--- config.mk ---
export PLATFORM = sky130hd
export DESIGN_NAME = ebt_regs
export DESIGN_NICKNAME = d
export VERILOG_FILES = /design/src/ebt_pkg.sv /design/src/ebt_regs.sv /design/src/ebt_area_timing.sv
export VERILOG_INCLUDE_DIRS = /design/src /design/src/src
export SDC_FILE = /design/constraint.sdc
export NUM_CORES = 1
export LEC_CHECK = 0
export BUFFER_PORTS_ARGS = -buffer_cell sky130_fd_sc_hd__buf_2
export CORE_MARGIN = 5
export CORE_UTILIZATION = 54
export DETAILED_ROUTE_END_ITERATION = 16
export PLACE_DENSITY = 0.85
export SYNTH_ARGS = -nofsm -noshare
export SYNTH_HDL_FRONTEND = slang
export SYNTH_SLANG_ARGS = --single-unit
--- constraint.sdc ---
create_clock -name ref_clk -period 3.3 [get_ports ref_clk]
set_input_delay 0.495 -clock ref_clk [delete_from_list [all_inputs] [get_ports ref_clk]]
set_output_delay 0.495 -clock ref_clk [all_outputs]
set_load 0.03 [all_outputs]
--- src/ebt_defines.svh ---
// offsets, field positions, reset values and timing counts for the bus area timing registers
`ifndef EBT_DEFINES_SVH
`define EBT_DEFINES_SVH
`define EBT_OFS_WAIT01      8'h00
`define EBT_OFS_RDSTB       8'h04
`define EBT_OFS_BROM0       8'h08
`define EBT_OFS_BROM1       8'h0C
`define EBT_OFS_ASTATE      8'h10
`define EBT_OFS_STATUS      8'h14
`define EBT_RST_WAIT01      8'h77
`define EBT_RST_RDSTB       8'h00
`define EBT_RST_BROM        8'h00
`define EBT_RST_ASTATE      8'h03
`define EBT_MASK_WAIT01     8'h77
`define EBT_MASK_BROM       8'hF3
`define EBT_BIT_BSEL        7
`define EBT_POS_BLEN        4
`define EBT_POS_BWRD        0
`define EBT_POS_W1          4
`define EBT_POS_W0          0
`define EBT_CLK_PERIOD_NS   100
`define EBT_HALF_STATE_NS   50
`endif

--- src/ebt_pkg.sv ---
// types shared by the bus area timing register bank
package ebt_pkg;
   typedef enum logic [2:0] {
      EBT_IDLE = 3'b001,
      EBT_ACK  = 3'b010,
      EBT_HOLD = 3'b100
   } ebt_bus_st_t;
   typedef logic [7:0] ebt_byte_t;
endpackage

--- src/ebt_regs.sv ---
// wishbone register bank for external bus area timing
`timescale 1ns/100ps
`default_nettype none
`include "ebt_defines.svh"
module ebt_regs
   import ebt_pkg::*;
(
   input  wire logic        ref_clk,
   input  wire logic        srst,
   input  wire logic        wb_cyc_i,
   input  wire logic        wb_stb_i,
   input  wire logic        wb_we_i,
   input  wire logic [7:0]  wb_adr_i,
   input  wire logic [3:0]  wb_sel_i,
   input  wire logic [31:0] wb_dat_i,
   output logic      [31:0] wb_dat_o,
   output logic             wb_ack_o,
   output logic             wb_err_o,
   input  wire logic [2:0]  acc_area,
   output logic      [2:0]  wait_states,
   output logic             early_negate,
   output logic             sample_early,
   output logic             burst_sel,
   output logic      [3:0]  burst_states,
   output logic      [5:0]  burst_words
);
   ebt_byte_t   wait01_r, rdstb_r, brom0_r, brom1_r, astate_r;
   ebt_byte_t   rd_data;
   ebt_bus_st_t st_r, st_nxt;
   logic [31:0] dat_r;
   logic        ack_r, err_r;
   logic [2:0]  ws_c;
   logic        en_c, bs_c;
   logic [3:0]  bst_c;
   logic [5:0]  bw_c;
   logic [2:0]  ws_r;
   logic        en_r, bs_r;
   logic [3:0]  bst_r;
   logic [5:0]  bw_r;

   // address decode
   wire req      = wb_cyc_i && wb_stb_i && (st_r == EBT_IDLE);
   wire hit_w01  = wb_adr_i == `EBT_OFS_WAIT01;
   wire hit_rd   = wb_adr_i == `EBT_OFS_RDSTB;
   wire hit_b0   = wb_adr_i == `EBT_OFS_BROM0;
   wire hit_b1   = wb_adr_i == `EBT_OFS_BROM1;
   wire hit_as   = wb_adr_i == `EBT_OFS_ASTATE;
   wire hit_st   = wb_adr_i == `EBT_OFS_STATUS;
   wire mapped   = hit_w01 || hit_rd || hit_b0 || hit_b1 || hit_as || hit_st;
   wire wr_lane0 = req && mapped && wb_we_i && wb_sel_i[0];
   wire [7:0] wd = wb_dat_i[7:0];

   // read mux, status shows decoded timing of acc_area
   assign rd_data = hit_w01 ? wait01_r :
                    hit_rd  ? rdstb_r  :
                    hit_b0  ? brom0_r  :
                    hit_b1  ? brom1_r  :
                    hit_as  ? astate_r :
                    hit_st  ? {bs_r, en_r, 3'h0, ws_r} : 8'h00;

   // bus state machine: one-cycle answer, then release
   always_comb begin
      st_nxt = st_r;
      case (st_r)
         EBT_IDLE: begin
            if (wb_cyc_i && wb_stb_i) begin
               st_nxt = EBT_ACK;
            end
         end
         EBT_ACK:  st_nxt = EBT_HOLD;
         EBT_HOLD: begin
            if (!(wb_cyc_i && wb_stb_i)) begin
               st_nxt = EBT_IDLE;
            end
         end
         default:  st_nxt = EBT_IDLE;
      endcase
   end

   always_ff @(posedge ref_clk) begin
      if (srst) begin
         st_r <= EBT_IDLE;
      end else begin
         st_r <= st_nxt;
      end
   end

   // answer registers
   always_ff @(posedge ref_clk) begin
      if (srst) begin
         ack_r <= 1'b0;
         err_r <= 1'b0;
         dat_r <= 32'h0000_0000;
      end else begin
         ack_r <= req && mapped;
         err_r <= req && !mapped;
         dat_r <= (req && mapped && !wb_we_i) ? {24'h00_0000, rd_data} : 32'h0000_0000;
      end
   end
   assign wb_ack_o = ack_r;
   assign wb_err_o = err_r;
   assign wb_dat_o = dat_r;

   // register writes, reserved bits forced to zero
   always_ff @(posedge ref_clk) begin
      if (srst) begin
         wait01_r <= `EBT_RST_WAIT01;
         rdstb_r  <= `EBT_RST_RDSTB;
         brom0_r  <= `EBT_RST_BROM;
         brom1_r  <= `EBT_RST_BROM;
         astate_r <= `EBT_RST_ASTATE;
      end else begin
         if (wr_lane0 && hit_w01) begin
            wait01_r <= wd & `EBT_MASK_WAIT01;
         end
         if (wr_lane0 && hit_rd) begin
            rdstb_r <= wd;
         end
         if (wr_lane0 && hit_b0) begin
            brom0_r <= wd & `EBT_MASK_BROM;
         end
         if (wr_lane0 && hit_b1) begin
            brom1_r <= wd & `EBT_MASK_BROM;
         end
         if (wr_lane0 && hit_as) begin
            astate_r <= wd;
         end
      end
   end

   // decode of the current access area
   ebt_area_timing #(
      .AREAS (8)
   ) u_timing (
      .area         (acc_area),
      .wait01       (wait01_r),
      .astate       (astate_r),
      .rdstb        (rdstb_r),
      .brom0        (brom0_r),
      .brom1        (brom1_r),
      .wait_states  (ws_c),
      .early_negate (en_c),
      .burst_sel    (bs_c),
      .burst_states (bst_c),
      .burst_words  (bw_c)
   );

   // registered timing outputs for the sequencer
   always_ff @(posedge ref_clk) begin
      if (srst) begin
         ws_r  <= 3'h0;
         en_r  <= 1'b0;
         bs_r  <= 1'b0;
         bst_r <= 4'h1;
         bw_r  <= 6'h04;
      end else begin
         ws_r  <= ws_c;
         en_r  <= en_c;
         bs_r  <= bs_c;
         bst_r <= bst_c;
         bw_r  <= bw_c;
      end
   end
   assign wait_states  = ws_r;
   assign early_negate = en_r;
   assign sample_early = en_r;
   assign burst_sel    = bs_r;
   assign burst_states = bst_r;
   assign burst_words  = bw_r;

   // checks
   a_wait_reserved_zero: assert property (@(posedge ref_clk) disable iff (srst)
      (wait01_r[7] == 1'b0) && (wait01_r[3] == 1'b0))
      else $error("reserved wait bits not zero");
   a_brom_reserved_zero: assert property (@(posedge ref_clk) disable iff (srst)
      (brom0_r[3:2] == 2'b00) && (brom1_r[3:2] == 2'b00))
      else $error("reserved burst bits not zero");
   a_area1_wait_map: assert property (@(posedge ref_clk) disable iff (srst)
      (acc_area == 3'h1 && astate_r[1]) |=> (wait_states == $past(wait01_r[6:4])))
      else $error("area 1 wait count wrong");
   a_area0_wait_map: assert property (@(posedge ref_clk) disable iff (srst)
      (acc_area == 3'h0 && astate_r[0]) |=> (wait_states == $past(wait01_r[2:0])))
      else $error("area 0 wait count wrong");
   a_two_state_nowait: assert property (@(posedge ref_clk) disable iff (srst)
      !astate_r[acc_area] |=> (wait_states == 3'h0))
      else $error("wait states on two-state area");
   a_strobe_late: assert property (@(posedge ref_clk) disable iff (srst)
      !rdstb_r[acc_area] |=> !early_negate)
      else $error("early negation with bit clear");
   a_strobe_early: assert property (@(posedge ref_clk) disable iff (srst)
      (rdstb_r[acc_area] && !bs_c) |=> (early_negate && sample_early))
      else $error("missing early negation");
   a_burst_high_areas: assert property (@(posedge ref_clk) disable iff (srst)
      (acc_area > 3'h1) |=> !burst_sel)
      else $error("burst on area above 1");
   a_burst_select: assert property (@(posedge ref_clk) disable iff (srst)
      (acc_area == 3'h1) |=> (burst_sel == $past(brom1_r[7])))
      else $error("burst select wrong");
   a_burst_length: assert property (@(posedge ref_clk) disable iff (srst)
      (acc_area == 3'h0) |=> (burst_states == {1'b0, $past(brom0_r[6:4])} + 4'h1))
      else $error("burst length wrong");
   a_burst_words: assert property (@(posedge ref_clk) disable iff (srst)
      (acc_area == 3'h0 && brom0_r[1:0] == 2'b11) |=> (burst_words == 6'h20))
      else $error("burst word limit wrong");
   a_ack_one_cycle: assert property (@(posedge ref_clk) disable iff (srst)
      wb_ack_o |=> !wb_ack_o)
      else $error("ack longer than one cycle");
endmodule
`default_nettype wire

--- src/ebt_area_timing.sv ---
// per-area timing decode from the register contents
`timescale 1ns/100ps
`default_nettype none
`include "ebt_defines.svh"
module ebt_area_timing
   import ebt_pkg::*;
#(
   parameter int AREAS = 8
) (
   input  wire logic [2:0]       area,
   input  wire logic [7:0]       wait01,
   input  wire logic [7:0]       astate,
   input  wire logic [7:0]       rdstb,
   input  wire logic [7:0]       brom0,
   input  wire logic [7:0]       brom1,
   output logic      [2:0]       wait_states,
   output logic                  early_negate,
   output logic                  burst_sel,
   output logic      [3:0]       burst_states,
   output logic      [5:0]       burst_words
);
   // pick burst register of the area
   function automatic logic [7:0] brom_of(input logic [2:0] a, input logic [7:0] b0, input logic [7:0] b1);
      brom_of = (a == 3'h0) ? b0 : b1;
   endfunction
   wire        lo_area  = (area == 3'h0) || (area == 3'h1);
   wire [7:0]  brom_sel = brom_of(area, brom0, brom1);
   wire        three_st = astate[area];
   wire [2:0]  wfield   = (area == 3'h1) ? wait01[`EBT_POS_W1 +: 3] : wait01[`EBT_POS_W0 +: 3];
   // wait states only for three-state areas 0 and 1
   assign wait_states  = (lo_area && three_st) ? wfield : 3'h0;
   assign burst_sel    = lo_area && brom_sel[`EBT_BIT_BSEL];
   // early negation only on basic interface reads
   assign early_negate = rdstb[area] && !burst_sel;
   assign burst_states = {1'b0, brom_sel[`EBT_POS_BLEN +: 3]} + 4'h1;
   assign burst_words  = 6'h04 << brom_sel[`EBT_POS_BWRD +: 2];
endmodule
`default_nettype wire

* Word-level counts from Yosys, hierarchy flattened *
Cells that the tools add are included.

word-level totals
  flip-flop bits (word level) = 86
  bits in latches = 0
  memory bits (writable) = 0
  ROM bits = 0
  bits of input ports = 52
  output and inout bits = 50
  logic and storage cells = 75
  memories = 0

operators by class
  add/subtract/negate cells = 1
  multiply operators = 0
  divide/modulo/power cells = 0
  $lt $le $gt $ge = 1
  equal/unequal tests = 11
  shift operators = 1
  mux-type cells = 15
  bitwise gates (word level) = 2
  reduce and logical (&&, ||, !) cells = 29

operators with widths
  cell                                                                           count
  8-bit 2-to-1 mux                                                               7
  8-bit by 4-bit == test with 1-bit output (second input constant)               2
  8-bit by 5-bit == test with 1-bit output (second input constant)               2
  1-bit logical AND                                                              15
  3-bit 2-to-1 mux                                                               3
  3-bit case mux with 3 select lines                                             1
  8-bit by 3-bit == test with 1-bit output (second input constant)               1
  8-bit logical NOT                                                              1
  1-bit binary-select mux with 3-bit select                                      2
  3-bit by 1-bit == test with 1-bit output (second input constant)               2
  1-bit logical OR                                                               6
  3-bit by 2-bit left shift with 6-bit output (first input constant)             1
  3-bit by 1-bit adder with 4-bit output (second input constant)                 1
  3-bit by 4-bit less-than comparator with 1-bit output (second input constant)  1
  2-bit inequality test (second input constant)                                  2
  2-bit OR reduction                                                             2
  3-bit by 2-bit == test with 1-bit output (second input constant)               1
  3-bit == test (second input constant)                                          1
  1-bit logical NOT                                                              3
  3-bit logical NOT                                                              1
  1-bit 2-to-1 mux                                                               2
  1-bit inverter                                                                 2
  2-bit AND reduction                                                            1

* Longest topological paths before layout *
Gate-level depths: netlist of the first run.

  depth after elaboration = 10
  depth in mapped cells = 8

* By module *
From an unflattened synthesis of the first run, not the netlist that was laid out.

second synthesis, totals
  cell total of the unflattened synthesis = 325
  area total of the unflattened synthesis = 3,088.0 um^2

modules (own cells, without submodules)
  module           instances  cells each  area each (um^2)  sequential area each (um^2)
  ebt_regs         1          284         2,751.4           1,241.2
  ebt_area_timing  1          41          336.6             0.0

* Worst setup path after synthesis of the first run *
Ideal clock, no wire load.

  path kind = input port to flip-flop
  start = input acc_area[1]
  end = register bst_r[1], in the netlist burst_states[1]
  arrival = 1.739 ns
  required time = 3.172 ns
  slack = 1.432 ns
  stages on the path = 7
  path buffers = 2
  cell sequence = clkbuf_1 or3_1 buf_2 mux2i_1 inv_1 ha_1 nor2b_1

on the way
  longest elaborated chain between the ends = 3

ends and longest elaborated chain
  element                                 RTL line               RTL
  start: declaration                      ebt_regs.sv:19         input wire logic [2:0] acc_area,
  3-bit logical NOT                       ebt_area_timing.sv:24  brom_of = (a == 3'h0) ? b0 : b1;
  8-bit 2-to-1 mux                        ebt_area_timing.sv:24
  3-bit by 1-bit adder with 4-bit output  ebt_area_timing.sv:35  assign burst_states = {1'b0, brom_sel[`EBT_POS_BLEN +: 3]} + 4'h1;
  via bst_c[1]                            ebt_regs.sv:34         logic [3:0] bst_c;
  end signal: assignment                  ebt_regs.sv:160        bst_r <= bst_c;
  end: declaration                        ebt_regs.sv:38         logic [3:0] bst_r;

The timed path passes the listed nets, and every way through them passes these cells.
A chain may end at the register's enable or synchronous reset.

* Worst setup path in the final report of the first run *
  start = input wb_adr_i[1]
  end = register brom1_r[4]

on the way
  longest elaborated chain between the ends = 10

ends and longest elaborated chain
  element                                                                                         RTL line         RTL
  start: declaration                                                                              ebt_regs.sv:13   input wire logic [7:0] wb_adr_i,
  8-bit by 3-bit == test with 1-bit output (no source line) or 8-bit logical NOT (tied branches)  n/a
  1-bit logical OR (5 in a row)                                                                   ebt_regs.sv:49   wire mapped = hit_w01 || hit_rd || hit_b0 || hit_b1 || hit_as || hit_st;
  1-bit logical AND (3 in a row)                                                                  ebt_regs.sv:50   wire wr_lane0 = req && mapped && wb_we_i && wb_sel_i[0];
  1-bit logical AND (*)                                                                           ebt_regs.sv:122  if (wr_lane0 && hit_b1) begin
  end signal: assignment                                                                          ebt_regs.sv:110  brom1_r <= `EBT_RST_BROM;
  end signal: assignment                                                                          ebt_regs.sv:123  brom1_r <= wd & `EBT_MASK_BROM;
  end: declaration                                                                                ebt_regs.sv:27   ebt_byte_t wait01_r, rdstb_r, brom0_r, brom1_r, astate_r;

Mark *: on every way between the ends. The rest lies on a longest branch, timed or not.

==> results of run 1 <==
-- routing by layer --
metal	GRT usage	vias up	routed length (um)
met5	0	-	0
met4	0.127	0	180
met3	0.0464	15	492
met2	0.294	100	3250
met1	0.254	1108	2940
li1	-	1161	-
-- Yosys cell counts (2+ instances only) --
master,instances,area (um2)
nand2b_1,29,181
or3_1,4,25.0
a211oi_1,5,37.5
nor3b_1,4,30.0
a22oi_1,4,30.0
nand3b_1,6,45.0
buf_2,6,30.0
nor2_1,24,90.1
or4_4,2,22.5
clkbuf_1,10,37.5
nor3_1,8,40.0
inv_1,5,18.8
nand3_1,12,60.1
nand2_1,9,33.8
buf_4,27,203
and4b_1,2,20.0
dfxtp_1,60,1200
mux2i_1,39,390
mux4_2,2,45.0
and3_1,2,12.5
nor2b_1,3,18.8
a32o_1,2,20.0
a21oi_1,18,90.1
mux2_2,2,22.5
nor4_1,3,18.8
o21ai_0,10,50.1
o22ai_1,3,18.8
-- where the power goes --
part           switching (mW)  total [mW]  internal, mW  leakage [nW]
Sequential            0.00192       0.730         0.728         0.484
Clock                   0.276       0.621         0.345        0.0931
Combinational           0.107       0.146        0.0390         0.854
-- path summary, 6_finish.rpt --
check	slack, ns	end	cells after the start	startpoint
setup / recovery	1.17	brom1_r[4]	5	wb_adr_i[1]
hold / removal	0.39	wb_err_o	2	srst
setup reg to reg	1.37	brom1_r[4]	4	st_r[2]
hold reg to reg	0.48	st_r[2]	1	st_r[0]
-- worst max-delay path, cell delays in order --
cell	delay, ns
buf_2	0.11
nor4_1	0.50
nand4_1	0.49
nor3_4	0.57
mux2i_1	0.25
-- flip-flops by register name, summed over array words and instances (netlist names), 4 cells and up --
register	flops
wb_dat_o	8
brom0_r	6
burst_states	4
rdstb_r	8
wait01_r	6
burst_words	4
astate_r	8
brom1_r	6
-- cells by family (layout without fill, tap and decap cells) --
kind of cell,Yosys count,after routing,share of synthesized area
muxes,43,43,0.154
AOI/OAI and AO/OA,46,46,0.0949
DFF,60,60,0.405
and+or+nand+nor,119,119,0.239
xor gates and xnor gates,1,1,0.00295
buffers and inverters,49,70,0.0987
adders and majority gates,1,1,0.00422
other,1,26,0.00126
-- cell type report --
class | instances | area share
multi-input cells | 236 | 0.474
flip-flops and latches | 60 | 0.363
repair buffers | 49 | 0.0749
clock buffers | 11 | 0.0397
well taps | 72 | 0.0272
clock inverters | 5 | 0.0159
inverters | 5 | 0.00567
-- stage by stage --
step,utilization,total power [mW],instances,setup WS (ns)
after detailed placement,0.574,0.891,422,0.905
after global routing,0.608,1.56,438,1.01
after floorplan,-,0.879,345,1.43
after global placement,0.574,0.889,422,0.910
final,0.608,1.50,438,1.17
after CTS,0.608,1.50,438,1.23
==> results by group, run 1 <==
Timing
  • Max-slew violation count: 0
  • Post-route fraction of the period consumed by the critical path: 0.645
  • Min Clock Period, post-route: 2.13 ns
  • Hold violation total from the final report: 0
  • Headroom to the max-slew limit: 0.512
  • Final hold slack: 0.387 ns
  • Slew @ Worst Pin: 0.727 ns
  • Timing-limited maximum frequency: 0.470 GHz
  • Total of endpoints with negative setup slack in the final report: 0
  • RSZ-0062 raised after global routing: no
  • Fin Clk Skew: 0.00689 ns
  • Sum of negative setup slack: 0 ns

Final layout
  • Seq. cell area: 0.00120 mm2
  • Area growth from synthesis to layout: 11.5%
  • Fillers: 462
  • Multi-input logic area: 0.00157 mm2
  • Post-Layout Inst Area: 0.00331 mm2
  • Fraction of final layout cells sized beyond drive strength 1: 0.208
  • Leading cell type in the layout, fill and taps excluded: dfxtp_1
  • Final net count: 414
  • Commonest cells after routing, fill and taps aside: 60 x dfxtp_1, 48 x buf_2, 39 x mux2i_1, 29 x nand2b_1, 26 x conb_1
  • Diode count: 0

Routing
  • Detail-routed net length per standard cell: 15.7 um
  • First-pass iteration count of the detailed router: 4
  • Vias per inst: 5.44
  • Final routed wirelength across all metal layers: 6860 um
  • Detail Route Antenna Nets: 0
  • Number of vias after detailed routing: 2384
  • Number of DRC violations after detailed routing: 0
  • First DRT Iteration DRCs: 203

Clock tree
  • Number of sinks on the clock net: 60
  • Register clock-pin slew on the reported worst setup and hold paths: 0.07 ns
  • Clock Tree Buf Depth: 2
  • Hold buffer count at cts: 0
  • TritonCTS Buffers: 9
  • CTS H-tree depth: 3
  • Number of setup buffers added after CTS: 0
  • Post-CTS Resized: 0
  • Clock tree root driver cell: clkbuf_8
  • TritonCTS clock tree: yes
  • Insertion delay to the later sink of the worst-skew pair: 0.34 ns

Global routing
  • All-layer global routing usage: 0.197
  • Via count of the first global-routing pass: 2236
  • Wire length of the first global-routing pass: 11000 um
  • Initial antenna violation count: 0
  • Sum of overflow across all layers after global routing: 0
  • Largest net degree at the start of global routing: 59

Critical path
  • Critical path class: in -> reg
  • Endpoint type of the worst setup path: flop
  • WP data required: 3.57 ns
  • Crit-path max FO: 9
  • CP arrival: 2.40 ns
  • Sort of element at the start of the critical path: primary input

Place
  • DP Wirelength: 5000 um
  • Weighted congestion at the end of routability-driven global placement: 0.914
  • Port Buf Inserts: 48
  • Area post-placement: 0.00312 mm2

Floorplanning
  • IO Count: 102
  • Effective utilization at floorplan: 0.545
  • Cell Rows: 27
  • Die area: 0.00708 mm2
  • Vertical extent of the die: 84.1 um
  • Horizontal die dimension: 84.1 um
  • Core Footprint: 0.00544 mm2

Yosys
  • Flops & latches, synth: 60
  • Cell variety after synth: 46
  • Dominant synthesized flop cell: dfxtp_1
  • Post-Synthesis Cells: 320
  • Portion of the post-synthesis area used by sequential elements: 0.405
  • Mean cell area of the mapped netlist: 9.27 um2
  • Share of synthesized flip-flops with an asynchronous set or reset: 0
  • Number of flops mapped to enable cells by yosys: 0
  • Post-Syn Area: 0.00297 mm2
  • Warning count from the yosys run: 0

Power
  • Leakage power summed over all cells: 1.43 nW
  • Pwr per Cell Area: 453 mW/mm2
  • Worst IR drop on VDD: 0.240 mV

Min path
  • Class of the most critical hold timing path: in -> reg

Job
  • Maximum Capacitance Violations: 0

Run status
  • Status: complete, no violations
Power figures use the tool's default switching activity.
==> run 2: changes to the inputs <==
Settings changed: CORE_UTILIZATION 54 to 45, PLACE_DENSITY 0.85 to 0.76.
Clock period 3.3 ns to 1.9 ns, I/O delays scaled along.
==> results by group, run 2 (same netlist as run 1, synthesis figures left out) <==
Run status
  • Status: complete, no violations

Timing
  • Total of endpoints with negative setup slack in the final report: 0 (unchanged)
  • Post-route setup slack: 0.154 ns (-1.02 ns)
  • Sum of negative setup slack: 0 ns (unchanged)
  • Headroom to the max-slew limit: 0.604 (+0.0924)
  • Post-route fraction of the period consumed by the critical path: 0.919
  • Min Clock Period, post-route: 1.75 ns
  • Hold violation total from the final report: 0 (unchanged)
  • RSZ-0062 raised after global routing: no
  • Max-slew violation count: 0 (unchanged)
  • Fin Clk Skew: 0.00483 ns (-0.00206 ns)
  • Timing-limited maximum frequency: 0.573 GHz
  • Slew @ Worst Pin: 0.593 ns (-0.134 ns)

Power
  • NetSw: 0.654 mW (+70%)
  • Clk network pwr share: 0.391 (-0.024)
  • Worst IR drop on VDD: 0.363 mV (+51%)
  • Combinational Power Share: 0.108 (+0.010)
  • Portion of total power attributed to sequential cells: 0.501 (+0.013)
  • Internal Dissipation: 1.88 mW (+69%)
  • Overall power of the completed layout: 2.53 mW (+69%)
  • Leakage power summed over all cells: 1.51 nW (+5.7%)
  • Pwr per Cell Area: 738 mW/mm2 (+63%)
  • Fraction of power spent switching nets: 0.258 (+0.000611)

Floorplanning
  • Die area: 0.00832 mm2 (+18%)
  • Core Footprint: 0.00639 mm2 (+17%)
  • Horizontal die dimension: 91.2 um (+8.4%)
  • Effective utilization at floorplan: 0.465 (-0.0809)
  • Cell Rows: 29 (+7.4%)
  • Vertical extent of the die: 91.2 um (+8.4%)
  • IO Count: 102 (unchanged)

Min path
  • Class of the most critical hold timing path: in -> reg

Place
  • DP Wirelength: 5490 um (+10%)
  • Weighted congestion at the end of routability-driven global placement: 0.895 (-2.1%)
  • Port Buf Inserts: 48 (unchanged)
  • Pre-CTS WS: 0.0402 ns (-0.865 ns)
  • Placed instance count: 445 (+5.5%)

Final layout
  • Area growth from synthesis to layout: 15.8%
  • Fraction of final layout cells sized beyond drive strength 1: 0.243 (+0.0352)
  • Leading cell type in the layout, fill and taps excluded: dfxtp_1
  • Diode count: 0 (unchanged)
  • Finished Layout Cells: 460 (+5.0%)
  • Commonest cells after routing, fill and taps aside: 60 x dfxtp_1, 48 x buf_2, 39 x mux2i_1, 29 x nand2b_1, 26 x conb_1
  • Final net count: 432 (+4.3%)

Clock tree
  • CTS H-tree depth: 3 (unchanged)
  • Insertion delay to the later sink of the worst-skew pair: 0.33 ns (about the same)
  • Post-CTS Resized: 0 (unchanged)
  • Clock tree root driver cell: clkbuf_8
  • Clock Tree Buf Depth: 2 (unchanged)
  • Hold buffer count at cts: 0 (unchanged)
  • Register clock-pin slew on the reported worst setup and hold paths: 0.06 ns (about the same)
  • Number of setup buffers added after CTS: 0 (unchanged)
  • TritonCTS clock tree: yes
  • TritonCTS Buffers: 9 (unchanged)
  • Number of sinks on the clock net: 60 (unchanged)

Critical path
  • CP arrival: 1.98 ns (-0.42 ns)
  • Endpoint type of the worst setup path: flop
  • WP data required: 2.13 ns (-1.44 ns)
  • Crit-path max FO: 5 (-4)
  • Sort of element at the start of the critical path: flop
  • Critical path class: reg -> reg

Global routing
  • Initial antenna violation count: 0 (unchanged)
  • All-layer global routing usage: 0.177 (-0.0197)
  • Sum of overflow across all layers after global routing: 0 (unchanged)
  • Largest net degree at the start of global routing: 35 (-41%)
  • Wire length of the first global-routing pass: 12000 um (+10%)
  • Via count of the first global-routing pass: 2478 (+11%)

Routing
  • Detail Route Antenna Nets: 0 (unchanged)
  • Number of DRC violations after detailed routing: 0 (unchanged)
  • Vias per inst: 5.37 (-1.3%)
  • First DRT Iteration DRCs: 169 (-17%)
  • First-pass iteration count of the detailed router: 4 (unchanged)
  • Detail-routed net length per standard cell: 15.7 um (+0.43%)
  • Final routed wirelength across all metal layers: 7240 um (+5.5%)
  • Number of vias after detailed routing: 2472 (+3.7%)

Job
  • Maximum Capacitance Violations: 0 (unchanged)
## run 2: cell types whose count changed in the layout (fill, tap and decap cells not counted)
cell / before / now
buf_4: 1 / 19
bufinv_16: 1 / 0
clkbuf_8: 9 / 11
clkinv_2: 3 / 2
clkinvlp_4: 1 / 0
## run 2: power by group through the flow
stage          logic, mW  clock network, mW  registers [mW]
6_report           0.274              0.992            1.27
5_1_grt            0.296               1.07            1.27
4_1_cts            0.272               1.01            1.27
3_5_place_dp       0.270                  0            1.30
3_3_place_gp       0.267                  0            1.30
2_1_floorplan      0.221                  0            1.31
## run 2: worst paths after layout
kind                     from           to  slack (ns)  depth (start not counted)
hold reg to reg   astate_r[5]  astate_r[5]        0.49                          2
hold / removal    wb_dat_i[3]  astate_r[3]        0.22                          3
setup reg to reg      st_r[1]  wb_dat_o[3]        0.15                          4
setup / recovery      st_r[1]  wb_dat_o[3]        0.15                          4
## run 2: stage by stage
| step | area (um2) | utilization | hold WS [ns] |
|---|---|---|---|
| floorplan | 3060 | - | 0.362 |
| global placement | 3270 | 0.511 | 0.460 |
| detailed placement | 3270 | 0.511 | 0.474 |
| CTS | 3430 | 0.538 | 0.213 |
| global route | 3430 | 0.538 | 0.224 |
| finish | 3430 | 0.538 | 0.218 |
## run 2: per-layer routing
layer / part of all wire / vias to the layer above / track usage
met1: 0.40 / 1154 / 0.223
met4: 0.018 / 0 / 0.0636
met3: 0.084 / 12 / 0.0438
met2: 0.50 / 113 / 0.294
met5: 0 / - / 0
li1: - / 1193 / -
## run 2: worst max-delay path, stage by stage (launching register included)
cell and delay (ns):
dfxtp_1 0.31, and3b_1 0.32, nand3b_2 0.16, or4_4 0.59, nor4_1 0.27
## run 2: final cells by class
type                    count  area [um2]
inverters                   5        18.8
fillers                   574        2950
clock buffers              13         159
clock inverters             2        10.0
flip-flops and latches     60        1200
repair buffers             67         383
multi-input cells         236        1570
well taps                  77        96.3
==> run 3: changes to the inputs <==
Settings changed: CORE_UTILIZATION 45 to 35, PLACE_DENSITY 0.76 to unset.
==> results by group, run 3 (same netlist as run 1, synthesis figures left out) <==
Timing
  • Slew @ Worst Pin: 0.579 ns (-0.0140 ns)
  • Hold violation total from the final report: 0 (unchanged)
  • Max-slew violation count: 0 (unchanged)
  • Headroom to the max-slew limit: 0.613 (+0.00934)
  • Min Clock Period, post-route: 1.64 ns (-0.105 ns)
  • Timing-limited maximum frequency: 0.610 GHz (+6.4%)
  • Total of endpoints with negative setup slack in the final report: 0 (unchanged)
  • Fin Clk Skew: 0.00485 ns (+0.0000155 ns)
  • Sum of negative setup slack: 0 ns (unchanged)
  • RSZ-0062 raised after global routing: no
  • Post-route fraction of the period consumed by the critical path: 0.864 (-0.0555)

Critical path
  • Gate family responsible for the most delay along the worst path: simple AND/OR/NAND/NOR gates
  • Worst reg-to-reg setup slack: 0.26 ns (+0.11 ns)
  • Worst path buffer plus inverter count: 0 (unchanged)
  • Sort of element at the start of the critical path: flop
  • Reg2Reg Depth: 4 (unchanged)
  • Crit-path max FO: 5 (unchanged)
  • Slowest cell on the critical path: or4_4
  • RR Endpoint: wb_dat_o[6]
  • Critical path cell sequence: and3b_1 > nand3b_2 > or4_4 > a211oi_1
  • CP arrival: 1.88 ns (-0.10 ns)
  • WP data required: 2.14 ns (about the same)
  • Crit path largest cell delay: 0.57 ns (-0.02 ns)
  • Endpoint type of the worst setup path: flop
  • Worst r2r src: st_r[1]
  • Critical path class: reg -> reg

Final layout
  • Final net count: 436 (+0.93%)
  • Leading cell type in the layout, fill and taps excluded: dfxtp_1
  • Diode count: 0 (unchanged)
  • Area growth from synthesis to layout: 17.3%
  • Fraction of final layout cells sized beyond drive strength 1: 0.248 (+0.00524)
  • Commonest cells after routing, fill and taps aside: 60 x dfxtp_1, 48 x buf_2, 39 x mux2i_1, 29 x nand2b_1, 26 x conb_1
  • Post-Layout Inst Area: 0.00348 mm2 (+1.3%)

Power
  • Worst IR drop on VDD: 0.259 mV (-28%)
  • Pwr per Cell Area: 712 mW/mm2 (-3.6%)
  • Leakage power summed over all cells: 1.52 nW (+0.69%)

Place
  • DP Wirelength: 5780 um (+5.2%)
  • Port Buf Inserts: 48 (unchanged)
  • Weighted congestion at the end of routability-driven global placement: 0.862 (-3.6%)
  • Area post-placement: 0.00333 mm2 (+2.0%)

Min path
  • Class of the most critical hold timing path: in -> reg
  • Cell count of the worst hold path: 3 (unchanged)
  • Hold path start: wb_dat_i[3]
  • Hold worst-path end: rdstb_r[3]

Routing
  • Vias per inst: 5.02 (-6.7%)
  • Number of DRC violations after detailed routing: 0 (unchanged)
  • First DRT Iteration DRCs: 191 (+13%)
  • First-pass iteration count of the detailed router: 6 (+2)
  • Detail-routed net length per standard cell: 15.3 um (-2.7%)
  • Final routed wirelength across all metal layers: 7540 um (+4.1%)
  • Detail Route Antenna Nets: 0 (unchanged)
  • Number of vias after detailed routing: 2468 (-0.16%)

Clock tree
  • Clock tree root driver cell: clkbuf_8
  • TritonCTS Buffers: 9 (unchanged)
  • Hold buffer count at cts: 0 (unchanged)
  • Number of setup buffers added after CTS: 0 (unchanged)
  • Number of sinks on the clock net: 60 (unchanged)
  • Insertion delay to the later sink of the worst-skew pair: 0.33 ns (about the same)
  • TritonCTS clock tree: yes
  • Clock Tree Buf Depth: 2 (unchanged)
  • CTS H-tree depth: 3 (unchanged)
  • Post-CTS Resized: 0 (unchanged)
  • Register clock-pin slew on the reported worst setup and hold paths: 0.06 ns (about the same)

Floorplanning
  • Die area: 0.0104 mm2 (+25%)
  • Effective utilization at floorplan: 0.359 (-0.105)
  • Core Footprint: 0.00826 mm2 (+29%)
  • Cell Rows: 33 (+14%)
  • IO Count: 102 (unchanged)
  • Horizontal die dimension: 102 um (+12%)
  • Vertical extent of the die: 102 um (+12%)

Global routing
  • Largest net degree at the start of global routing: 46 (+31%)
  • All-layer global routing usage: 0.148 (-0.0297)
  • Initial antenna violation count: 0 (unchanged)
  • Via count of the first global-routing pass: 2375 (-4.2%)
  • Wire length of the first global-routing pass: 11900 um (-1.3%)
  • Sum of overflow across all layers after global routing: 0 (unchanged)

Job
  • Maximum Capacitance Violations: 0 (unchanged)

Run status
  • Status: complete, no violations
run 3: how the worst max path moves through the flow:
stage	from	to	cells after the start
after CTS	st_r[1]	wb_dat_o[3]	4
after floorplan	acc_area[1]	burst_states[1]	7
after detailed placement	wb_adr_i[1]	wb_dat_o[6]	4
after global routing	st_r[1]	wb_dat_o[5]	4
after global placement	wb_adr_i[1]	wb_dat_o[3]	4
final	st_r[1]	wb_dat_o[6]	4
run 3: metrics by stage:
step                      hold WS, ns  power [mW]  instances  setup slack [ns]   util
after floorplan                 0.362        1.53        345             0.242      -
after global placement          0.460        1.57        477            0.0580  0.403
after detailed placement        0.474        1.57        477            0.0528  0.403
after CTS                       0.212        2.50        492             0.247  0.422
after global routing            0.213        2.58        492             0.137  0.422
final                           0.221        2.48        492             0.259  0.422
run 3: worst reg2reg max path, stage by stage (launching register included):
cell and delay (ns):
dfxtp_1 0.30, and3b_1 0.31, nand3b_2 0.11, or4_4 0.57, a211oi_1 0.27
run 3: layer usage:
metal | global-route usage | vias up | routed length, um
met1 | 0.191 | 1170 | 3250
li1 | - | 1207 | -
met5 | 0 | - | 0
met4 | 0.0565 | 0 | 112
met2 | 0.238 | 82 | 3590
met3 | 0.0355 | 9 | 590
run 3: cell type report:
cell class,count,area (um2)
Clock inverter,3,15.0
Inverter,5,18.8
Multi-Input combinational cell,236,1570
Clock buffer,12,135
Timing Repair Buffer,71,413
Sequential cell,60,1200
Tap cell,105,131
Fill cell,830,4780
run 3: power by group:
part           switching (mW)  total (mW)  leakage, nW  internal, mW
combinational           0.194       0.281        0.960        0.0868
clock                   0.467       0.927       0.0800         0.460
sequential            0.00350        1.27        0.484          1.26
